==> config.mk <==
export PLATFORM = sky130hd
export DESIGN_NAME = ucf_top
export DESIGN_NICKNAME = d
export VERILOG_FILES = /design/src/ucf_pkg.sv /design/src/ucf_top.sv
export SDC_FILE = /design/constraint.sdc
export NUM_CORES = 1
export LEC_CHECK = 0
export BUFFER_PORTS_ARGS = -buffer_cell sky130_fd_sc_hd__buf_2
export CAP_MARGIN = 30
export CORE_MARGIN = 4
export CORE_UTILIZATION = 39
export CTS_CLUSTER_SIZE = 20
export DETAILED_ROUTE_END_ITERATION = 10
export GPL_TIMING_DRIVEN = 0
export SYNTH_ARGS = -nofsm -noshare
export SYNTH_HDL_FRONTEND = slang
export SYNTH_SLANG_ARGS = --single-unit
==> constraint.sdc <==
create_clock -name i_clk -period 6.4 [get_ports i_clk]
set_clock_uncertainty 0.15 [all_clocks]
set_input_delay 0.64 -clock i_clk [delete_from_list [all_inputs] [get_ports i_clk]]
set_output_delay 0.64 -clock i_clk [all_outputs]
set_load 0.1 [all_outputs]
==> src/ucf_pkg.sv <==
// Constants of the serial clock and frame block.
// Assumes APB on the same clock, word-aligned 8-bit addresses.
// Behaviour
// Four clock modes; sync select picks async or sync.
// Double speed only acts in async.
// Sync: direction output means master, input means slave.
// Clock pin clocks nothing when async.
// Divisor counter reloads at zero and on low divisor write.
// One tick per counter zero, clock over divisor plus one.
// Transmit bit is 16, 8 or 2 ticks by mode.
// Receiver uses ticks directly, 16, 8 or 2 states per bit.
// Divisor is 12 bits from high and low registers.
// Double speed receiver takes 8 samples per bit.
// Software keeps double speed clear when sync.
// Slave clock synchronised then edge detected, two cycles late.
// Remote slave clock below a quarter of system clock.
// Sync data sampled on the edge opposite its change.
// Polarity clear: change rising, sample falling; set swaps.
// All 30 formats: 5 to 9 data, parity, 1 or 2 stops.
// Start, data LSB first, parity if on, then stops.
// After a frame the next starts or the line idles high.
// Start bit low, stop bits and idle high.
// Receiver checks only the first stop bit.
// Even parity is XOR of data, odd its inverse.
// Both directions share one frame format.
// Master drives clock pin from baud bit clock, idle at polarity.
// Slave moves one bit per pin clock edge pair.
package ucf_pkg;
   // Register byte addresses
   localparam logic [7:0]  ADDR_CTRL   = 8'h00;
   localparam logic [7:0]  ADDR_DIVLO  = 8'h04;
   localparam logic [7:0]  ADDR_DIVHI  = 8'h08;
   localparam logic [7:0]  ADDR_TXDATA = 8'h0C;
   localparam logic [7:0]  ADDR_RXDATA = 8'h10;
   localparam logic [7:0]  ADDR_STATUS = 8'h14;
   // Control field positions
   localparam int          CB_SYNC     = 0;
   localparam int          CB_DBL      = 1;
   localparam int          CB_DIR      = 2;
   localparam int          CB_POL      = 3;
   localparam int          CB_CSZ      = 4;
   localparam int          CB_PAR      = 7;
   localparam int          CB_STOP2    = 9;
   localparam int          CB_TXEN     = 10;
   localparam int          CB_RXEN     = 11;
   localparam logic [11:0] CTRL_RST    = 12'h030;
   localparam logic [7:0]  DIVLO_RST   = 8'h00;
   localparam logic [3:0]  DIVHI_RST   = 4'h0;
   // Ticks per bit minus one, and half point
   localparam logic [3:0]  LAST_NORM   = 4'hF;
   localparam logic [3:0]  LAST_DBL    = 4'h7;
   localparam logic [3:0]  HALF_NORM   = 4'h7;
   localparam logic [3:0]  HALF_DBL    = 4'h3;
   localparam logic [2:0]  CSZ_NINE    = 3'h7;
   localparam logic [3:0]  DATA_MIN    = 4'h5;
   localparam logic [13:0] TXSH_IDLE   = 14'h3FFF;
   typedef enum logic [1:0] {
      RX_IDLE  = 2'b00,
      RX_START = 2'b01,
      RX_BITS  = 2'b11,
      RX_STOP  = 2'b10
   } ucf_rx_st_t;
endpackage : ucf_pkg

==> src/ucf_top.sv <==
// Serial clock generator, transmitter and receiver with APB registers.
// Assumes APB on i_clk; rxd and the clock pin are async.
//
// Our own choices: register access over APB and the address map.
`timescale 1ns/100ps
module ucf_top (
   input  wire logic        i_clk,
   input  wire logic        i_rst_n,
   input  wire logic        i_ce,
   input  wire logic        i_psel,
   input  wire logic        i_penable,
   input  wire logic        i_pwrite,
   input  wire logic [7:0]  i_paddr,
   input  wire logic [31:0] i_pwdata,
   output logic      [31:0] o_prdata,
   output logic             o_pready,
   output logic             o_pslverr,
   input  wire logic        i_rxd,
   output logic             o_txd,
   input  wire logic        i_xck,
   output logic             o_xck,
   output logic             o_xck_oe
);

   typedef struct packed {
      logic              rx_s1;
      logic              rx_s2;
      logic              xk_s1;
      logic              xk_s2;
      logic              xk_d;
      logic [11:0]       ctrl;
      logic [7:0]        div_lo;
      logic [3:0]        div_hi;
      logic [11:0]       bcnt;
      logic              ext_clock_pin;
      logic [13:0]       tx_sh;
      logic [3:0]        tx_left;
      logic [3:0]        tx_cnt;
      ucf_pkg::ucf_rx_st_t rx_st;
      logic [3:0]        rx_cnt;
      logic [3:0]        rx_idx;
      logic [8:0]        rx_sh;
      logic              rx_par;
      logic [8:0]        rx_data;
      logic              rx_valid;
      logic              rx_fe;
      logic              rx_pe;
      logic [31:0]       prdata;
   } ucf_state_t;

   // Line idle high at reset so no false start is seen
   localparam ucf_state_t S_RST = '{
      rx_s1:   1'b1,
      rx_s2:   1'b1,
      xk_s1:   1'b0,
      xk_s2:   1'b0,
      xk_d:    1'b0,
      ctrl:    ucf_pkg::CTRL_RST,
      div_lo:  ucf_pkg::DIVLO_RST,
      div_hi:  ucf_pkg::DIVHI_RST,
      bcnt:    12'h000,
      ext_clock_pin:     1'b0,
      tx_sh:   ucf_pkg::TXSH_IDLE,
      tx_left: 4'h0,
      tx_cnt:  4'h0,
      rx_st:   ucf_pkg::RX_IDLE,
      rx_cnt:  4'h0,
      rx_idx:  4'h0,
      rx_sh:   9'h000,
      rx_par:  1'b0,
      rx_data: 9'h000,
      rx_valid: 1'b0,
      rx_fe:   1'b0,
      rx_pe:   1'b0,
      prdata:  32'h0000_0000
   };

   ucf_state_t s_ff;
   ucf_state_t nxt_s;

   // Mode decode
   logic        sync_on;
   logic        master;
   logic        slave;
   logic        dbl;
   logic        pol;
   logic [3:0]  last;
   logic [3:0]  half;
   logic [11:0] divisor;
   logic        tick;
   logic        x_rise;
   logic        x_fall;
   logic        clk_run;
   logic        chg_edge;
   logic        smp_edge;
   logic [3:0]  nbits;
   logic        par_en;
   logic        par_odd;
   logic        stop2;
   logic        rxd;
   logic        addr_ok;
   logic        wr_en;
   logic        setup;

   // Frame image with start at bit 0; sync adds one idle lead bit
   function automatic logic [13:0] build_frame(
      input logic [8:0] d,
      input logic [3:0] nb,
      input logic       pen,
      input logic       podd,
      input logic       syn
   );
      logic [13:0] f;
      logic        p;
      logic [3:0]  pos;
      f   = ucf_pkg::TXSH_IDLE;
      p   = podd;
      pos = nb + 4'h1;
      f[0] = 1'b0;
      for (int i = 0; i < 9; i++) begin
         if (i < int'(nb)) begin
            f[i+1] = d[i];
            p      = p ^ d[i];
         end
      end
      if (pen) begin
         f[pos] = p;
      end
      return syn ? {f[12:0], 1'b1} : f;
   endfunction : build_frame

   // Clock mode selection
   assign sync_on = s_ff.ctrl[ucf_pkg::CB_SYNC];
   assign master  = sync_on & s_ff.ctrl[ucf_pkg::CB_DIR];
   assign slave   = sync_on & ~s_ff.ctrl[ucf_pkg::CB_DIR];
   assign dbl     = ~sync_on & s_ff.ctrl[ucf_pkg::CB_DBL];
   assign pol     = s_ff.ctrl[ucf_pkg::CB_POL];
   assign last    = dbl ? ucf_pkg::LAST_DBL : ucf_pkg::LAST_NORM;
   assign half    = dbl ? ucf_pkg::HALF_DBL : ucf_pkg::HALF_NORM;

   // Baud tick and divisor
   assign divisor = {s_ff.div_hi, s_ff.div_lo};
   assign tick    = (s_ff.bcnt == 12'h000);

   // Pin edges, taken from the second stage only
   assign x_rise  = s_ff.xk_s2 & ~s_ff.xk_d;
   assign x_fall  = ~s_ff.xk_s2 & s_ff.xk_d;
   // Master clock runs during a frame and ends its period
   assign clk_run = (s_ff.tx_left != 4'h0) | (s_ff.ext_clock_pin != pol);

   // Change and sample edges; pin ignored unless slave
   always_comb begin
      if (master) begin
         chg_edge = tick & clk_run & (s_ff.ext_clock_pin == pol);
         smp_edge = tick & clk_run & (s_ff.ext_clock_pin != pol);
      end else if (slave) begin
         chg_edge = pol ? x_fall : x_rise;
         smp_edge = pol ? x_rise : x_fall;
      end else begin
         chg_edge = 1'b0;
         smp_edge = 1'b0;
      end
   end

   // One format shared by both directions
   assign nbits   = (s_ff.ctrl[6:4] == ucf_pkg::CSZ_NINE) ? 4'h9 :
                    ucf_pkg::DATA_MIN + {2'b00, s_ff.ctrl[5:4]};
   assign par_en  = s_ff.ctrl[ucf_pkg::CB_PAR+1];
   assign par_odd = s_ff.ctrl[ucf_pkg::CB_PAR];
   assign stop2   = s_ff.ctrl[ucf_pkg::CB_STOP2];
   assign rxd     = s_ff.rx_s2;

   // APB decode; zero wait states, stalled by clock enable
   assign addr_ok = (i_paddr == ucf_pkg::ADDR_CTRL)   |
                    (i_paddr == ucf_pkg::ADDR_DIVLO)  |
                    (i_paddr == ucf_pkg::ADDR_DIVHI)  |
                    (i_paddr == ucf_pkg::ADDR_TXDATA) |
                    (i_paddr == ucf_pkg::ADDR_RXDATA) |
                    (i_paddr == ucf_pkg::ADDR_STATUS);
   assign o_pready  = i_psel & i_penable & i_ce;
   assign o_pslverr = o_pready & ~addr_ok;
   assign wr_en     = o_pready & i_pwrite & addr_ok;
   assign setup     = i_psel & ~i_penable;

   // Next state of the whole block
   always_comb begin
      nxt_s = s_ff;
      // Two-stage synchronisers
      nxt_s.rx_s1 = i_rxd;
      nxt_s.rx_s2 = s_ff.rx_s1;
      nxt_s.xk_s1 = i_xck;
      nxt_s.xk_s2 = s_ff.xk_s1;
      nxt_s.xk_d  = s_ff.xk_s2;

      // Baud down-counter
      if (tick) begin
         nxt_s.bcnt = divisor;
      end else begin
         nxt_s.bcnt = s_ff.bcnt - 12'h001;
      end

      // Master clock pin toggles per tick, so a bit spans two ticks
      if (master) begin
         if (tick & clk_run) begin
            nxt_s.ext_clock_pin = ~s_ff.ext_clock_pin;
         end
      end else begin
         nxt_s.ext_clock_pin = pol;
      end

      // Transmit shifter, all ones when idle
      if (s_ff.tx_left != 4'h0) begin
         if (!sync_on) begin
            if (tick) begin
               if (s_ff.tx_cnt == last) begin
                  nxt_s.tx_cnt  = 4'h0;
                  nxt_s.tx_sh   = {1'b1, s_ff.tx_sh[13:1]};
                  nxt_s.tx_left = s_ff.tx_left - 4'h1;
               end else begin
                  nxt_s.tx_cnt = s_ff.tx_cnt + 4'h1;
               end
            end
         end else if (chg_edge) begin
            nxt_s.tx_sh   = {1'b1, s_ff.tx_sh[13:1]};
            nxt_s.tx_left = s_ff.tx_left - 4'h1;
         end
      end

      // Register reads captured in setup so read data is a flop
      if (setup) begin
         if (i_paddr == ucf_pkg::ADDR_CTRL) begin
            nxt_s.prdata = {20'h00000, s_ff.ctrl};
         end else if (i_paddr == ucf_pkg::ADDR_DIVLO) begin
            nxt_s.prdata = {24'h000000, s_ff.div_lo};
         end else if (i_paddr == ucf_pkg::ADDR_DIVHI) begin
            nxt_s.prdata = {28'h0000000, s_ff.div_hi};
         end else if (i_paddr == ucf_pkg::ADDR_RXDATA) begin
            nxt_s.prdata = {23'h000000, s_ff.rx_data};
         end else if (i_paddr == ucf_pkg::ADDR_STATUS) begin
            nxt_s.prdata = {27'h0000000,
                            s_ff.rx_st != ucf_pkg::RX_IDLE,
                            s_ff.rx_pe,
                            s_ff.rx_fe,
                            s_ff.rx_valid,
                            s_ff.tx_left != 4'h0};
         end else begin
            nxt_s.prdata = 32'h0000_0000;
         end
      end

      // Register writes
      if (wr_en) begin
         if (i_paddr == ucf_pkg::ADDR_CTRL) begin
            nxt_s.ctrl = i_pwdata[11:0];
         end else if (i_paddr == ucf_pkg::ADDR_DIVLO) begin
            nxt_s.div_lo = i_pwdata[7:0];
            nxt_s.bcnt   = {s_ff.div_hi, i_pwdata[7:0]};
         end else if (i_paddr == ucf_pkg::ADDR_DIVHI) begin
            nxt_s.div_hi = i_pwdata[3:0];
         end else if (i_paddr == ucf_pkg::ADDR_TXDATA) begin
            // A write while a frame is out is dropped
            if (s_ff.ctrl[ucf_pkg::CB_TXEN] && s_ff.tx_left == 4'h0) begin
               nxt_s.tx_sh   = build_frame(i_pwdata[8:0], nbits,
                                           par_en, par_odd, sync_on);
               nxt_s.tx_left = nbits + 4'h2 + {3'b000, par_en} +
                               {3'b000, stop2} + {3'b000, sync_on};
               nxt_s.tx_cnt  = 4'h0;
            end
         end
      end

      // Reading received data clears valid; a new frame below wins
      if (o_pready && !i_pwrite && i_paddr == ucf_pkg::ADDR_RXDATA) begin
         nxt_s.rx_valid = 1'b0;
      end

      // Receiver; async counts ticks per bit, sync uses sample edges
      if (!s_ff.ctrl[ucf_pkg::CB_RXEN]) begin
         nxt_s.rx_st = ucf_pkg::RX_IDLE;
      end else begin
         case (s_ff.rx_st)
            ucf_pkg::RX_IDLE: begin
               nxt_s.rx_cnt = 4'h0;
               nxt_s.rx_idx = 4'h0;
               nxt_s.rx_sh  = 9'h000;
               nxt_s.rx_par = par_odd;
               if (sync_on) begin
                  if (smp_edge && !rxd) begin
                     nxt_s.rx_st = ucf_pkg::RX_BITS;
                  end
               end else if (tick && !rxd) begin
                  nxt_s.rx_st = ucf_pkg::RX_START;
               end
            end
            ucf_pkg::RX_START: begin
               // Mid-bit recheck rejects a false start
               if (tick) begin
                  if (s_ff.rx_cnt == half) begin
                     nxt_s.rx_cnt = 4'h0;
                     nxt_s.rx_st  = rxd ? ucf_pkg::RX_IDLE : ucf_pkg::RX_BITS;
                  end else begin
                     nxt_s.rx_cnt = s_ff.rx_cnt + 4'h1;
                  end
               end
            end
            ucf_pkg::RX_BITS: begin
               if (!sync_on && tick) begin
                  nxt_s.rx_cnt = (s_ff.rx_cnt == last) ? 4'h0 :
                                 s_ff.rx_cnt + 4'h1;
               end
               if (sync_on ? smp_edge : (tick && s_ff.rx_cnt == last)) begin
                  if (s_ff.rx_idx < nbits) begin
                     nxt_s.rx_sh[s_ff.rx_idx] = rxd;
                     nxt_s.rx_par = s_ff.rx_par ^ rxd;
                     nxt_s.rx_idx = s_ff.rx_idx + 4'h1;
                     if (s_ff.rx_idx + 4'h1 == nbits && !par_en) begin
                        nxt_s.rx_par = 1'b0;
                        nxt_s.rx_st  = ucf_pkg::RX_STOP;
                     end
                  end else begin
                     // Parity slot: keep mismatch as the error
                     nxt_s.rx_par = s_ff.rx_par ^ rxd;
                     nxt_s.rx_st  = ucf_pkg::RX_STOP;
                  end
               end
            end
            ucf_pkg::RX_STOP: begin
               if (!sync_on && tick) begin
                  nxt_s.rx_cnt = (s_ff.rx_cnt == last) ? 4'h0 :
                                 s_ff.rx_cnt + 4'h1;
               end
               // Only the first stop is looked at
               if (sync_on ? smp_edge : (tick && s_ff.rx_cnt == last)) begin
                  nxt_s.rx_data  = s_ff.rx_sh;
                  nxt_s.rx_fe    = ~rxd;
                  nxt_s.rx_pe    = s_ff.rx_par;
                  nxt_s.rx_valid = 1'b1;
                  nxt_s.rx_st    = ucf_pkg::RX_IDLE;
               end
            end
            default: begin
               nxt_s.rx_st = ucf_pkg::RX_IDLE;
            end
         endcase
      end
   end

   // State register, frozen while clock enable is low
   always_ff @(posedge i_clk or negedge i_rst_n) begin
      if (!i_rst_n) begin
         s_ff <= S_RST;
      end else if (i_ce) begin
         s_ff <= nxt_s;
      end
   end

   // Outputs straight from flops; pin enable is the AND of two control bits
   assign o_prdata = s_ff.prdata;
   assign o_txd    = s_ff.tx_sh[0];
   assign o_xck    = s_ff.ext_clock_pin;
   assign o_xck_oe = master;

endmodule : ucf_top

; Word-level counts from Yosys, hierarchy flattened
; Cells that the tools add are included.
[word_totals]
regBits = 128
out_inout_bits = 37
input_bits = 48
[classes]
n_mux = 192
n_reduce_logical = 31
n_lt_le_gt_ge = 14
n_eq_ne = 26
bitwise_logic = 40
addsub = 11
[op_table]
columns = cell, n
row1 = 22-bit two-way mux, 8
row2 = 1-bit two-way mux, 140
row3 = 12-bit two-way mux, 5
row4 = 18-bit two-way mux, 3
row5 = 14-bit two-way mux, 3
row6 = 4-bit two-way mux, 7
row7 = 14-bit one-hot mux with 2 select lines, 1
row8 = 9-bit two-way mux, 3
row9 = 6-bit one-hot mux with 4 select lines, 1
row10 = 2-bit two-way mux, 10
row11 = 4-bit by 1-bit adder with 4-bit output (second input constant), 4
row12 = 8-bit by 4-bit equality test with 1-bit output (second input constant), 2
row13 = 8-bit by 5-bit equality test with 1-bit output (second input constant), 2
row14 = 3-bit by 4-bit < comparator with 1-bit output (first input constant), 4
row15 = 1-bit bitwise AND, 14
row16 = 14-bit bitwise mux, 1
row17 = 13-bit two-way mux, 1
row18 = 4-bit by 1-bit adder with 4-bit output, 3
row19 = 4-bit equality test, 3
row20 = 12-bit logical NOT, 1
row21 = 3-bit two-way mux, 4
row22 = 3-bit inequality test (second input constant), 4
row23 = 4-bit inequality test (second input constant), 3
row24 = 4-bit AND reduction, 3
row25 = other kinds (37), 84

; Logic depth before layout (Yosys ltp)
; Gate-level depths: netlist of run 1.
[depth]
word_depth = 83
mapped_depth = 12
ltp_nobuf = 11

; Worst setup path before layout of run 1
; No wires, ideal clock.
[synth_timing]
kind = in2out
start = in i_ce
end = out o_pslverr
path_stages = 3
t_required_ns = 5.610
slack_ns = 1.604
arrival_time_ns = 4.006
cell_sequence = and3_1 > clkbuf_1 > a21boi_0
[synth_between]
elab_chain_cells = 2
[synth_rtl]
columns = item, line_no
row1 = from (decl), ucf_top.sv:9  ; input wire logic i_ce,
row2 = 1-bit bitwise AND, ucf_top.sv:180  ; assign o_pready = i_psel & i_penable & i_ce;
row3 = via o_pready, ucf_top.sv:16  ; output logic o_pready,
row4 = 1-bit bitwise AND, ucf_top.sv:181  ; assign o_pslverr = o_pready & ~addr_ok;
row5 = to (decl), ucf_top.sv:17  ; output logic o_pslverr,
; The timed path passes the listed nets, and every way through them passes these cells.

; Final worst setup path of run 1
[layout_timing]
start = reg s_ff[116] in the netlist's numbering
end = reg s_ff[78] in the netlist's numbering
[layout_between]
elab_chain_cells = 83
[layout_rtl]
columns = item, line_no
row1 = from (decl), ucf_top.sv:78  ; ucf_state_t s_ff;
row2 = from (signal assigned), ucf_top.sv:353  ; s_ff <= nxt_s;
row3 = 3-bit by 2-bit adder with 4-bit output or 3-bit equality test (tied branches), "ucf_top.sv:167, ucf_top.sv:166"
row4 = 4-bit two-way mux *, ucf_top.sv:166  ; assign nbits = (s_ff.ctrl[6:4] == ucf_pkg::CSZ_NINE) ? 4'h9 :
row5 = 1-bit by 4-bit < comparator with 1-bit output, ucf_top.sv:121  ; if (i < int'(nb)) begin
row6 = 1-bit two-way mux, ucf_top.sv:121
row7 = 1-bit two-way mux, ucf_top.sv:262  ; if (s_ff.ctrl[ucf_pkg::CB_TXEN] && s_ff.tx_left == 4'h0) begin
row8 = 1-bit two-way mux, ucf_top.sv:260  ; end else if (i_paddr == ucf_pkg::ADDR_TXDATA) begin
row9 = 1-bit two-way mux, ucf_top.sv:258  ; end else if (i_paddr == ucf_pkg::ADDR_DIVHI) begin
row10 = 1-bit two-way mux, ucf_top.sv:255  ; end else if (i_paddr == ucf_pkg::ADDR_DIVLO) begin
row11 = [... 67 more ...], n/a
row12 = 14-bit two-way mux *, ucf_top.sv:126  ; if (pen) begin
row13 = 14-bit two-way mux *, ucf_top.sv:129  ; return syn ? {f[12:0], 1'b1} : f;
row14 = 22-bit two-way mux *, ucf_top.sv:262
row15 = 22-bit two-way mux *, ucf_top.sv:260
row16 = 22-bit two-way mux *, ucf_top.sv:258
row17 = 22-bit two-way mux *, ucf_top.sv:255
row18 = 22-bit two-way mux *, ucf_top.sv:253  ; if (i_paddr == ucf_pkg::ADDR_CTRL) begin
row19 = 22-bit two-way mux *, ucf_top.sv:252  ; if (wr_en) begin
; Mark *: on every way between the ends. The rest lies on a longest branch, timed or not. The select of a mux whose other input is x is not followed.
; A chain may end at the register's enable or synchronous reset.

==> results.md, run 1 <==
- The final antenna-violating net count is 0.
- The clock tree buffer depth is 2.
- The register bit count reported by yosys is 108.
- The flow ran to the end, and the final reports show no timing, DRC or antenna violations.
- The number of slew-limit violations in the final report is 0.
- The clock group share of total power is 30.5%.
- The analysis attributes to net switching a power of 638.4 µW.
- The share of the Yosys chip area taken by registers is 39.07%.
- The most used flip-flop cell after synthesis is sky130_fd_sc_hd__dfrtp_1.
- The number of remaining DRC errors is 0.
- The final worst-path cycle share is 64.47%.
- The endpoint of the worst register-to-register path is s_ff[78].
- The largest net degree at the start of global routing is 88.
- During synthesis, Yosys emitted a total of 0 warnings.
- Setup violations remaining at the end of the flow were counted as 0.
- The area of the die is 20090 µm².
- The number of hold-slack violations in the final timing report was 0.
- After the last flow step, the layout net total stands at 938.
- The critical path in this run is classified as flip-flop to flip-flop.
- The clock insertion delay at the later pin of the skew report is 0.36 ns.
- The element type at the critical path start is a flip-flop.
- Static timing analysis puts the maximum clock frequency at 242.4 MHz.
- The overflow left after global routing is 0.
- In the routed layout, each cell is associated on average with a via count of 5.560.
- The width of the die is 141.7 µm.
- The tool flagged a number of max-cap violations equal to 0.
- The number of H-tree levels is 3.
- The worst flop-to-flop path startpoint is s_ff[116].
- STA classifies the critical path endpoint as a flip-flop.
- The count of buffers added on input and output ports is 40.
- Once the floorplan was initialized, standard cells occupied 40.04% of the core.
- Yosys mapped a number of flops with a built-in enable equal to 0.
- Dividing the synthesized area by the synthesized cell count gives 8.762 µm².
- The analysis attributes to cell leakage a power of 3.611 nW.
- The total of cells resized after clock tree synthesis is 0.
- In this run the worst setup path terminates at s_ff[78].
- The placer's final routability congestion estimate is 0.8987.
- The core region is 17420 µm².
- The clock root buffer master is sky130_fd_sc_hd__clkbuf_16.
- In the final layout, the share of cells above drive strength 1 is 17.73%.
- Per report_power, the sequential group accounts for 46.4% of the total.
- STA puts the critical path data required time at 6.52 ns.
- For the finished layout, the period the worst path requires is 4.126 ns.
- After the first detailed-routing iteration, the DRC count stood at 444.
- The cell count after synthesis came out at 796.
- The routed length per placed instance is 18.20 µm.
- The initial antenna violation count is 0.
- After synthesis, the share of flip-flops with an asynchronous set or reset is 100.0%.
- In this run, the combinational gates consume 23.1% of the power.
- The number of global-route vias before repair is 5815.
- The post-route worst setup slack is 2.274 ns.
- 85 I/O pins were placed.
- Net switching is 34.17% of the power.
- The total placed instance area is 7569 µm².
- The number of library cell types mapped by synthesis is 73.
- In this run the worst path has a maximum fanout of 8.
- The global-route wire length before repair is 31.83 mm.
- The most critical setup path has its startpoint at s_ff[116].
- The clock tree from TritonCTS is built.
- Setup repair after global routing left no endpoint under its margin.
- The half-perimeter wire length after placement is 14.97 mm.
- STA puts the critical path data arrival time at 4.24 ns.
- The design internal power is 1.230 mW.
- Measured in cells, the most critical reg-to-reg path has a length of 11.
- The finished cells cover 7884 µm².
- The number of sinks on the clock net is 108.
- Measured along the y axis, the die boundary spans 141.7 µm.
- Overall power consumption after layout is estimated at 1.868 mW.
- Clock-pin slew was measured on the worst setup and hold paths at 0.08 ns.
- The overall via count from detail_route is 6110.
- The floorplan has 48 rows.
- The final hold slack is 0.3338 ns.
- The iteration count of the initial detailed-routing pass is 5.
- Summed over all failing endpoints, the final setup total negative slack is 0 ns.
- The area growth from synthesis to final layout is 13.04%.
- The setup check on the worst reg-to-reg path leaves a slack of 2.27 ns.
- The transition time at the pin with the least slew margin is 0.8339 ns.
- The routed design has 20.00 mm of wire.
- The total routing resource utilization after global routing is 20.08%.
- The number of clock buffers added by TritonCTS is 9.
- The class of the tightest hold or removal check is flip-flop to flip-flop.
- The cell area power density is 237.0 nW/µm².
- The number of antenna diodes is 0.
- Buffers inserted to repair hold after CTS numbered 1.
- In this run the post-CTS setup repair buffer count came out at 0.
- VDD sags by at most 220.2 µV.
- The headroom to the max-slew limit is 43.90%.
- In this run the cell area of the synthesized design comes to 6974 µm².
- The pre-CTS worst setup slack is 2.330 ns.
## layout by cell type, fill, tap and decap left out, types with 13 or more instances in the layout
| cell | n |
|---|---|
| sky130_fd_sc_hd__o21ai_0 | 72 |
| sky130_fd_sc_hd__dfrtp_1 | 90 |
| sky130_fd_sc_hd__nor3_1 | 18 |
| sky130_fd_sc_hd__nor2_1 | 59 |
| sky130_fd_sc_hd__nand3_1 | 21 |
| sky130_fd_sc_hd__mux2_2 | 27 |
| sky130_fd_sc_hd__ha_1 | 19 |
| sky130_fd_sc_hd__buf_4 | 33 |
| sky130_fd_sc_hd__dfstp_2 | 18 |
| sky130_fd_sc_hd__mux2i_1 | 13 |
| sky130_fd_sc_hd__nor2b_1 | 13 |
| sky130_fd_sc_hd__buf_2 | 41 |
| sky130_fd_sc_hd__conb_1 | 20 |
| sky130_fd_sc_hd__nand2_1 | 92 |
| sky130_fd_sc_hd__clkbuf_1 | 43 |
| sky130_fd_sc_hd__inv_1 | 31 |
| sky130_fd_sc_hd__a21oi_1 | 48 |
## critical path, cell delays in order (launching register included)
cell                       delay [ns]
sky130_fd_sc_hd__dfstp_2         0.61
sky130_fd_sc_hd__ha_1            0.28
sky130_fd_sc_hd__a21boi_0        0.67
sky130_fd_sc_hd__ha_1            0.36
sky130_fd_sc_hd__or3b_2          0.46
sky130_fd_sc_hd__a21oi_1         0.24
sky130_fd_sc_hd__or2_2           0.16
sky130_fd_sc_hd__clkbuf_1        0.28
sky130_fd_sc_hd__nor2_1          0.16
sky130_fd_sc_hd__a211o_1         0.33
sky130_fd_sc_hd__o221ai_1        0.23
sky130_fd_sc_hd__o21ai_0         0.11
## registers in the layout, indices dropped and copies added (netlist names), 3 cells and up
signal    flops
o_prdata     12
s_ff         75
nxt_s         3
divisor      12
## synth_stat cells, drive strengths merged, types with 9 or more instances
| cell | count | area [µm²] |
|---|---|---|
| a21oi | 49 | 249.0 |
| a22o | 10 | 87.58 |
| and3 | 11 | 68.82 |
| buf | 36 | 265.3 |
| clkbuf | 43 | 161.4 |
| dfrtp | 90 | 2252 |
| dfstp | 18 | 473.0 |
| ha | 19 | 237.7 |
| inv | 31 | 116.4 |
| mux2 | 32 | 379.1 |
| mux2i | 13 | 130.1 |
| nand2 | 92 | 345.3 |
| nand3 | 21 | 105.1 |
| nor2 | 60 | 227.7 |
| nor2b | 13 | 81.33 |
| nor3 | 18 | 90.09 |
| nor4 | 11 | 83.83 |
| o21ai | 72 | 360.4 |
| o22ai | 9 | 56.30 |
| o31ai | 9 | 67.56 |
| xnor2 | 10 | 87.58 |
## worst min path at each step
stage                            from     endpoint  slack, ns  cells past startpoint
after floorplan               i_rst_n   divisor[0]       0.19                      0
after global placement       s_ff[43]     s_ff[43]       0.31                      2
after detailed placement  o_prdata[5]  o_prdata[5]       0.32                      2
after CTS                 o_prdata[5]  o_prdata[5]       0.34                      2
after global routing            i_xck   nxt_s[124]       0.36                      2
final                     o_prdata[5]  o_prdata[5]       0.33                      2
## per-stage QoR
stage,util (%),std cells
after detailed placement,43.46,1082
after floorplan,-,815
after CTS,45.27,1099
final,45.27,1099
after global routing,45.27,1099
after global placement,43.22,1080
## power groups by stage
stage / Combinational, mW / Clock (mW) / Sequential [mW]
floorplan: 0.308 / 0 / 0.886
global placement: 0.423 / 0 / 0.876
detailed placement: 0.430 / 0 / 0.876
CTS: 0.432 / 0.589 / 0.864
global route: 0.479 / 0.617 / 0.880
finish: 0.432 / 0.570 / 0.866
## layer usage
metal	wire length [µm]	track usage [%]	share of wire, %	vias up
li1	-	-	-	2975
met1	9326	28.49	47	2914
met2	9174	31.90	46	194
met3	1121	3.033	5.6	27
met4	380	5.758	1.9	0
met5	0	0	0	-
## cell families (layout without fill, tap and decap cells)
logic type	count (synthesis)	count (layout)	synth area share, %
DFF	108	108	39.07
other	1	20	0.05377
and+or+nand+nor	270	270	19.07
buffers and inverters	110	169	7.786
AOI/OAI and AO/OA	224	224	20.40
adders and majority gates	21	21	3.983
xor gates and xnor gates	17	17	2.332
muxes	45	45	7.302
## final cells by class
cell class	instances	area, µm²
Clock buffer	9	225.2
Inverter	31	116.4
Clock inverter	7	80.08
Tap cell	225	281.5
Sequential cell	108	2725
Fill cell	1731	9533
Multi-Input combinational cell	597	3777
Timing Repair Buffer	43	251.5
Buffer	79	426.7
Note: power is estimated with default switching activity, not from simulation.
==> run 2: changes to the inputs <==
==> constraint.sdc (replaced) <==
create_clock -name i_clk -period 3.7 [get_ports i_clk]
set_clock_uncertainty 0.15 [all_clocks]
set_input_delay 0.37 -clock i_clk [delete_from_list [all_inputs] [get_ports i_clk]]
set_output_delay 0.37 -clock i_clk [all_outputs]
set_load 0.1 [all_outputs]
==> run 2 against run 1 <==
Design area rose by 1.4%. Die area did not move. Combinational power rose by 80%. Setup slack got worse by 2.2 ns. Register-to-register slack got worse by 2.2 ns. Wire length rose by 1.1%. Hold slack got worse by 0.25 ns. Core utilization rose by 0.65 points. Power rose by 75%. Highest routed layer unchanged. Clock power rose by 73%.
==> results.md, run 2 (synthesis results as in run 1) <==
- In the final routed layout, each cell accounts on average for 18.31 µm.
- The number of hold-slack violations in the final timing report was 0.
- The final critical path takes up 99.15% of the cycle.
- The number of global-route vias before repair is 5732.
- The largest net degree at the start of global routing is 61.
- Across the VDD grid, the largest voltage drop is 349.0 µV.
- The total setup violations reported at the end of the flow is 0.
- The endpoint of the worst register-to-register path is s_ff[40].
- The top cell types in the final layout, fill and taps aside, are sky130_fd_sc_hd__nand2_1, sky130_fd_sc_hd__dfrtp_1, sky130_fd_sc_hd__o21ai_0.
- The worst register-to-register path has a setup slack of 0.03 ns.
- Detailed routing placed a total of 9.281 mm of wire on met2.
- The floorplan has 48 rows.
- The number of instances on the worst hold path is 2.
- The number of cells traversed by the worst register-to-register path is 11.
- The worst setup path is captured at a flip-flop.
- The cell area power density is 408.9 nW/µm².
- The tool flagged a number of max-cap violations equal to 0.
- The initial standard-cell utilization of the core is 40.04%.
- The final layout contains routed wiring with a total length of 20.22 mm.
- The layout cell share with drive strength beyond 1 is 19.45%.
- The number of antenna diodes is 0.
- The area of combinational cells with multiple inputs is 3836 µm².
- In this run the top signal layer used is met4.
- The static leakage is 3.666 nW.
- Combinational logic is responsible for 23.8% of the overall power.
- Once placement completed, the tool counted placed cells totaling 1082.
- During I/O placement, the number of pins put on the boundary was 85.
- The transition time at the pin with the least slew margin is 0.8132 ns.
- Clock latency on the worst-skew pair, taken at its later pin, is 0.36 ns.
- The number of slew-limit violations in the final report is 0.
- The area of the die is 20090 µm².
- For this block, the initial DRC count from the detailed router was 487.
- Relative to the synthesized area, the layout overhead comes to 14.66%.
- The critical path goes through inv_1, ha_2, or4b_4, or4_4, buf_6, nor4_4, nor2_2, or4_1, buf_6, buf_6, mux2_4.
- The met3 wirelength from detailed routing is 1.242 mm.
- After layout, the minimum clock period comes to 3.668 ns.
- The register name with the most flops is s_ff.
- The library cell used most frequently in the layout, excluding fill and tap cells, is sky130_fd_sc_hd__nand2_1.
- For this run, the detailed router's first-pass iteration total came to 5.
- The final antenna-violating net count is 0.
- The cell that appears most often on the critical path is sky130_fd_sc_hd__buf_6.
- The flow ran to the end, and the final reports show no timing, DRC or antenna violations.
- In this run switching power makes up 33.81% of total power.
- The initial antenna violation count is 0.
- Registers are responsible for 46.0% of the overall power.
- The clock network accounts for 30.2% of the total power.
- The root buffer cell chosen for the clock tree is sky130_fd_sc_hd__clkbuf_16.
- The capture endpoint of the worst hold path is nxt_s[124].
- For this run the aggregate overflow at the end of global routing stands at 0.
- The worst hold path begins at i_xck.
- For this design, the sink count on the clock tree is 108.
- The number of remaining DRC errors is 0.
- The largest stage delay on the critical path is 0.53 ns.
- The congestion estimate from routability-driven global placement came to 0.9339.
- Summed over all nets, the switching power comes to 1.105 mW.
- Port buffering added 40 buffers.
- The design internal power is 2.164 mW.
- In this run the worst path has a maximum fanout of 10.
- The worst path arrival time is 3.77 ns.
- STA classifies the critical path startpoint as a flip-flop.
- After floorplanning, the core was sized to cover 17420 µm².
- The width of the die is 141.7 µm.
- The half-perimeter wire length after placement is 15.08 mm.
- Counting along the longest clock path gives a buffer depth of 2.
- The clock tree from TritonCTS is built.
- The slowest stage cell on the critical path is sky130_fd_sc_hd__or4_4.
- The H-tree was split into 3 levels.
- The detailed-route wire length on metal 1 is 9.234 mm.
- The number of buffers created by CTS is 9.
- The total routing resource utilization after global routing is 19.93%.
- The clock transition at the register clock pins on the worst setup and hold paths after CTS is 0.08 ns.
- Using the TritonRoute via totals, the vias-per-cell ratio works out to 5.623.
- The number of flip-flops in the largest register is 75.
- The die is 141.7 µm tall.
- Fill cells in the final layout number 1765.
- The maximum clock frequency is 272.6 MHz.
- The class of the tightest hold or removal check is input pin to flip-flop.
- The sequential cell area in the final layout is 2726 µm².
- The critical path is of the flip-flop to flip-flop type.
- Headroom to the max-slew limit came out at 45.67%.
- The count of cells in the finished layout, fillers not included, comes to 1104.
- In the final design database the tool counted 943 nets.
- Cells fill 45.91% of the core in the end.
- The first global-routing pass estimated 31.52 mm of wire.
- The worst flop-to-flop path startpoint is s_ff[87].
- Summing over every cut layer, the via total after detailed routing is 6208.
- The required time at the endpoint of the critical path is 3.80 ns.
[run 2: cell count changes in the layout (fill, tap and decap cells not counted), sizes merged]
cell	change
clkbuf	+1
buf	+5
clkinvlp	-1
[run 2: stage by stage]
step | hold WS [ns] | setup slack, ns | power (mW) | instance area [µm²] | TNS, ns
finish | 0.08819 | 0.03150 | 3.270 | 7996 | 0
global route | 0.07837 | -0.01729 | 3.434 | 7996 | -0.06243
CTS | 0.07975 | 0.009571 | 3.256 | 7899 | 0
detailed placement | 0.1964 | -0.3122 | 2.262 | 7569 | -5.554
global placement | 0.3139 | -0.4716 | 2.245 | 7527 | -6.113
floorplan | -0.07559 | 0.1568 | 2.065 | 7046 | 0
[run 2: power by group through the flow]
stage | Sequential [mW] | Combinational [mW] | Clock [mW]
2_1_floorplan | 1.53 | 0.533 | 0
3_3_place_gp | 1.51 | 0.731 | 0
3_5_place_dp | 1.52 | 0.745 | 0
4_1_cts | 1.50 | 0.748 | 1.01
5_1_grt | 1.53 | 0.850 | 1.06
6_report | 1.50 | 0.779 | 0.987
[run 2: worst max-delay path: cells and delay by family, from the launching register on]
family | cells | cell delay [ns]
adder cells (fa/ha/maj) | 1 | 0.18
buffers and inverters | 4 | 0.54
flip-flops | 1 | 0.44
multiplexers | 1 | 0.29
AND/OR/NAND/NOR | 5 | 1.96
[run 2: how the worst max path moves through the flow]
| stage | start | to | slack (ns) |
|---|---|---|---|
| 6_report | s_ff[87] | s_ff[40] | 0.03 |
| 5_1_grt | s_ff[87] | s_ff[40] | -0.02 |
| 2_1_floorplan | i_ce | o_pslverr | 0.16 |
| 4_1_cts | s_ff[116] | s_ff[78] | 0.01 |
| 3_3_place_gp | s_ff[116] | s_ff[78] | -0.47 |
| 3_5_place_dp | s_ff[116] | s_ff[78] | -0.31 |
[run 2: final cells by class]
| type | count | area share, % |
|---|---|---|
| multi-input combinational | 597 | 47.97 |
| clock buffer | 10 | 2.989 |
| buffer | 79 | 5.508 |
| clock inverter | 6 | 0.8449 |
| timing repair buffer | 48 | 3.614 |
| sequential | 108 | 34.09 |
| tap | 225 | 3.521 |
| inverter | 31 | 1.455 |
[run 2: timing repair]
| item | in CTS | in global routing |
|---|---|---|
| resized for setup | 4 | 18 |
| hold buffers | 1 | 0 |
| setup buffers | 0 | 5 |
| setup endpoints to repair | 32 | 34 |
| endpoints found under the hold margin | 46 | 0 |
| pin swaps | 1 | 2 |
[run 2: layer usage]
metal | up-vias | track usage (%)
li1 | 2976 | -
met1 | 2984 | 28.05
met2 | 211 | 31.10
met3 | 37 | 3.943
met4 | 0 | 6.010
met5 | - | 0
==> run 3: changes to the inputs <==
--- a/config.mk
+++ b/config.mk
@@ -7,7 +7,7 @@
 export LEC_CHECK = 0
 export BUFFER_PORTS_ARGS = -buffer_cell sky130_fd_sc_hd__buf_2
 export CAP_MARGIN = 30
-export CORE_MARGIN = 4
+export CORE_MARGIN = 2
 export CORE_UTILIZATION = 39
 export CTS_CLUSTER_SIZE = 20
 export DETAILED_ROUTE_END_ITERATION = 10
==> run 3 against run 2 <==
Via count shrank 0.61%. Combinational power grew 2%. Register-to-register slack gained 0.04 ns. Global-route usage grew 2.1 points. Sequential cell count is the same.
==> results.md, run 3 (synthesis results as in run 1) <==
- Input and output buffers added on the ports amount to 40.
- The clock period minus worst slack is 3.628 ns.
- Max-cap violations in this run came to 0.
- 0 antenna diodes ended up in the layout.
- The layout has 1744 filler cells.
- The core region is 17420 µm².
- Entering global routing, the biggest net connects 89 pins.
- In the final routed layout, each cell accounts on average for 18.21 µm.
- The final core area utilization is 45.87%.
- The final worst-path cycle share is 98.05%.
- The die height is 137.7 µm.
- At the pin with the least slew margin, the transition time is 0.7825 ns.
- The maximum clock frequency is 275.7 MHz.
- The final net count is 943.
- The number of global-route vias before repair is 5848.
- The total number of placement rows is 48.
- CTS built an H-tree with a depth of 3.
- The initial antenna violation count is 0.
- Per report_power, the clock group accounts for 30.2% of the total.
- Combinational cells account for 24.2% of the total power.
- The initial detailed-routing violation count is 463.
- The register with the most flip-flops in the final layout is s_ff.
- The library cells used most frequently in the layout, excluding fill and tap cells, are sky130_fd_sc_hd__nand2_1, sky130_fd_sc_hd__dfrtp_1, sky130_fd_sc_hd__o21ai_0.
- The number of hold-slack violations in the final timing report is 0.
- TritonCTS created 9 clock buffers.
- The total routing resource utilization after global routing is 22.08%.
- Power spread over the standard cell area amounts to 410.9 nW/µm².
- The headroom to the max-slew limit is 47.72%.
- Summing all flip-flop and latch instances after layout gives 2725 µm².
- STA puts the critical path data arrival time at 3.74 ns.
- The switching power is 1.114 mW.
- By startpoint and endpoint, the worst setup path is classified as flip-flop to flip-flop.
- Summed over all nets, the half-perimeter wirelength after detailed placement is 14.93 mm.
- The detailed-route vias per instance is 5.589.
- The worst setup path is captured at a flip-flop.
- The worst hold path belongs to the class input pin to flip-flop.
- The clock transition at the register clock pins on the worst setup and hold paths after CTS is 0.08 ns.
- The initial standard-cell utilization of the core is 40.04%.
- The width of the die is 137.7 µm.
- The design draws 3.283 mW.
- The number of slew-limit violations in the final report is 0.
- The overall via count from detail_route is 6170.
- The number of remaining DRC errors is 0.
- Clock tree synthesis selected as its root buffer the cell sky130_fd_sc_hd__clkbuf_16.
- The area of the die is 18970 µm².
- The finished cells cover 7989 µm².
- The detail route stage leaves a number of antenna-violating nets equal to 0.
- The flow ran to the end, and the final reports show no timing, DRC or antenna violations.
- For this run, the detailed router's first-pass iteration total came to 5.
- The net switching fraction of the power is 33.94%.
- The clock tree from TritonCTS is built.
- The number of sinks on the clock net is 108.
- The first global-routing pass estimated 32.00 mm of wire.
- The area of combinational cells with multiple inputs is 3830 µm².
- Of the cells placed in the final design, the portion with a size suffix greater than 1 is 19.34%.
- The library cell used most frequently in the layout, excluding fill and tap cells, is sky130_fd_sc_hd__nand2_1.
- The analysis attributes to cell leakage a power of 3.672 nW.
- The area growth from synthesis to final layout is 14.55%.
- The largest fanout on the critical path is 10.
- The post-route worst setup slack is 0.07223 ns.
- The overflow left after global routing is 0.
- Internal power comes to 2.169 mW.
- For flop-to-flop paths, the worst setup slack is 0.07 ns.
- Summed over all layers, the routed wires come to 20.10 mm.
- The total placed instance area is 7569 µm².
- The register with the most flip-flops in the layout has 75 of them.
- The slowest stage of the critical path belongs to the cell sky130_fd_sc_hd__or4_4.
- The placer's final routability congestion estimate is 0.9196.
- For the worst setup path, the data required time is 3.81 ns.
- The largest voltage drop on the vdd net is 434.5 µV.
- The clock insertion delay at the later pin of the skew report is 0.36 ns.
- Walking the worst path, the cells encountered are inv_1, ha_1, or4b_4, or4_4, buf_6, nor4_4, nor2_2, or4_1, buf_4, buf_6, mux2_4.
- The element type at the critical path start is a flip-flop.
- On the worst path, the slowest cell contributes a delay of 0.53 ns.
- The clock tree buffer depth is 2.
- The top-level I/O count is 85.
- The pre-CTS worst setup slack is -0.3659 ns.
- In this design, the critical path's most frequently occurring cell is sky130_fd_sc_hd__buf_6.
- Sequential cells account for 45.6% of the total power.
- The total setup violations reported at the end of the flow is 0.
## run 3: metal layers
layer / track usage, % / vias up / wire (µm)
met3: 4.783 / 32 / 1106
met4: 6.519 / 0 / 400
li1: - / 2996 / -
met1: 30.41 / 2961 / 9521
met5: 0 / - / 0
met2: 34.88 / 181 / 9075
## run 3: stage by stage
step	setup TNS, ns	hold slack [ns]	cells
final	0	0.09062	1104
after CTS	0	0.08759	1099
after global placement	-6.071	0.3141	1080
after floorplan	0	-0.07559	815
after global routing	-0.09602	0.09565	1104
after detailed placement	-6.296	0.09002	1082
## run 3: power groups by stage
| stage | sequential (mW) | combinational, mW | clock [mW] |
|---|---|---|---|
| 5_1_grt | 1.52 | 0.871 | 1.07 |
| 3_3_place_gp | 1.52 | 0.733 | 0 |
| 4_1_cts | 1.50 | 0.746 | 1.01 |
| 6_report | 1.50 | 0.794 | 0.991 |
| 3_5_place_dp | 1.52 | 0.742 | 0 |
| 2_1_floorplan | 1.53 | 0.533 | 0 |
## run 3: worst paths after layout
kind | start | end | cells past startpoint
max reg2reg | s_ff[87] | s_ff[39] | 11
max | s_ff[87] | s_ff[39] | 11
min | i_rxd | nxt_s[126] | 2
min reg2reg | o_prdata[5] | o_prdata[5] | 2
min in group asynchronous | i_rst_n | s_ff[54] | 2
max in group asynchronous | i_rst_n | s_ff[78] | 3
## run 3: timing repair
item                                   4_1_cts  5_1_grt
gates resized for setup                      5       13
endpoints found under the hold margin       20        0
setup endpoints to repair                   33       21
setup buffers                                0        6
hold buffers                                 1        0
pin swaps                                    1        2
## run 3: area by class of cell
cell class,count,share of cell area [%]
Inverter,31,1.457
Timing Repair Buffer,49,3.712
Buffer,78,5.419
Sequential cell,108,34.11
Clock inverter,6,0.8457
Multi-Input combinational cell,597,47.94
Tap cell,225,3.524
Clock buffer,10,2.991
## run 3: critical path, delay by kind of cell (launching register included)
family | cells | cell delay [ns]
fa+ha+maj | 1 | 0.17
buf+inv | 4 | 0.56
simple gates | 5 | 1.95
mux | 1 | 0.29
flops | 1 | 0.40
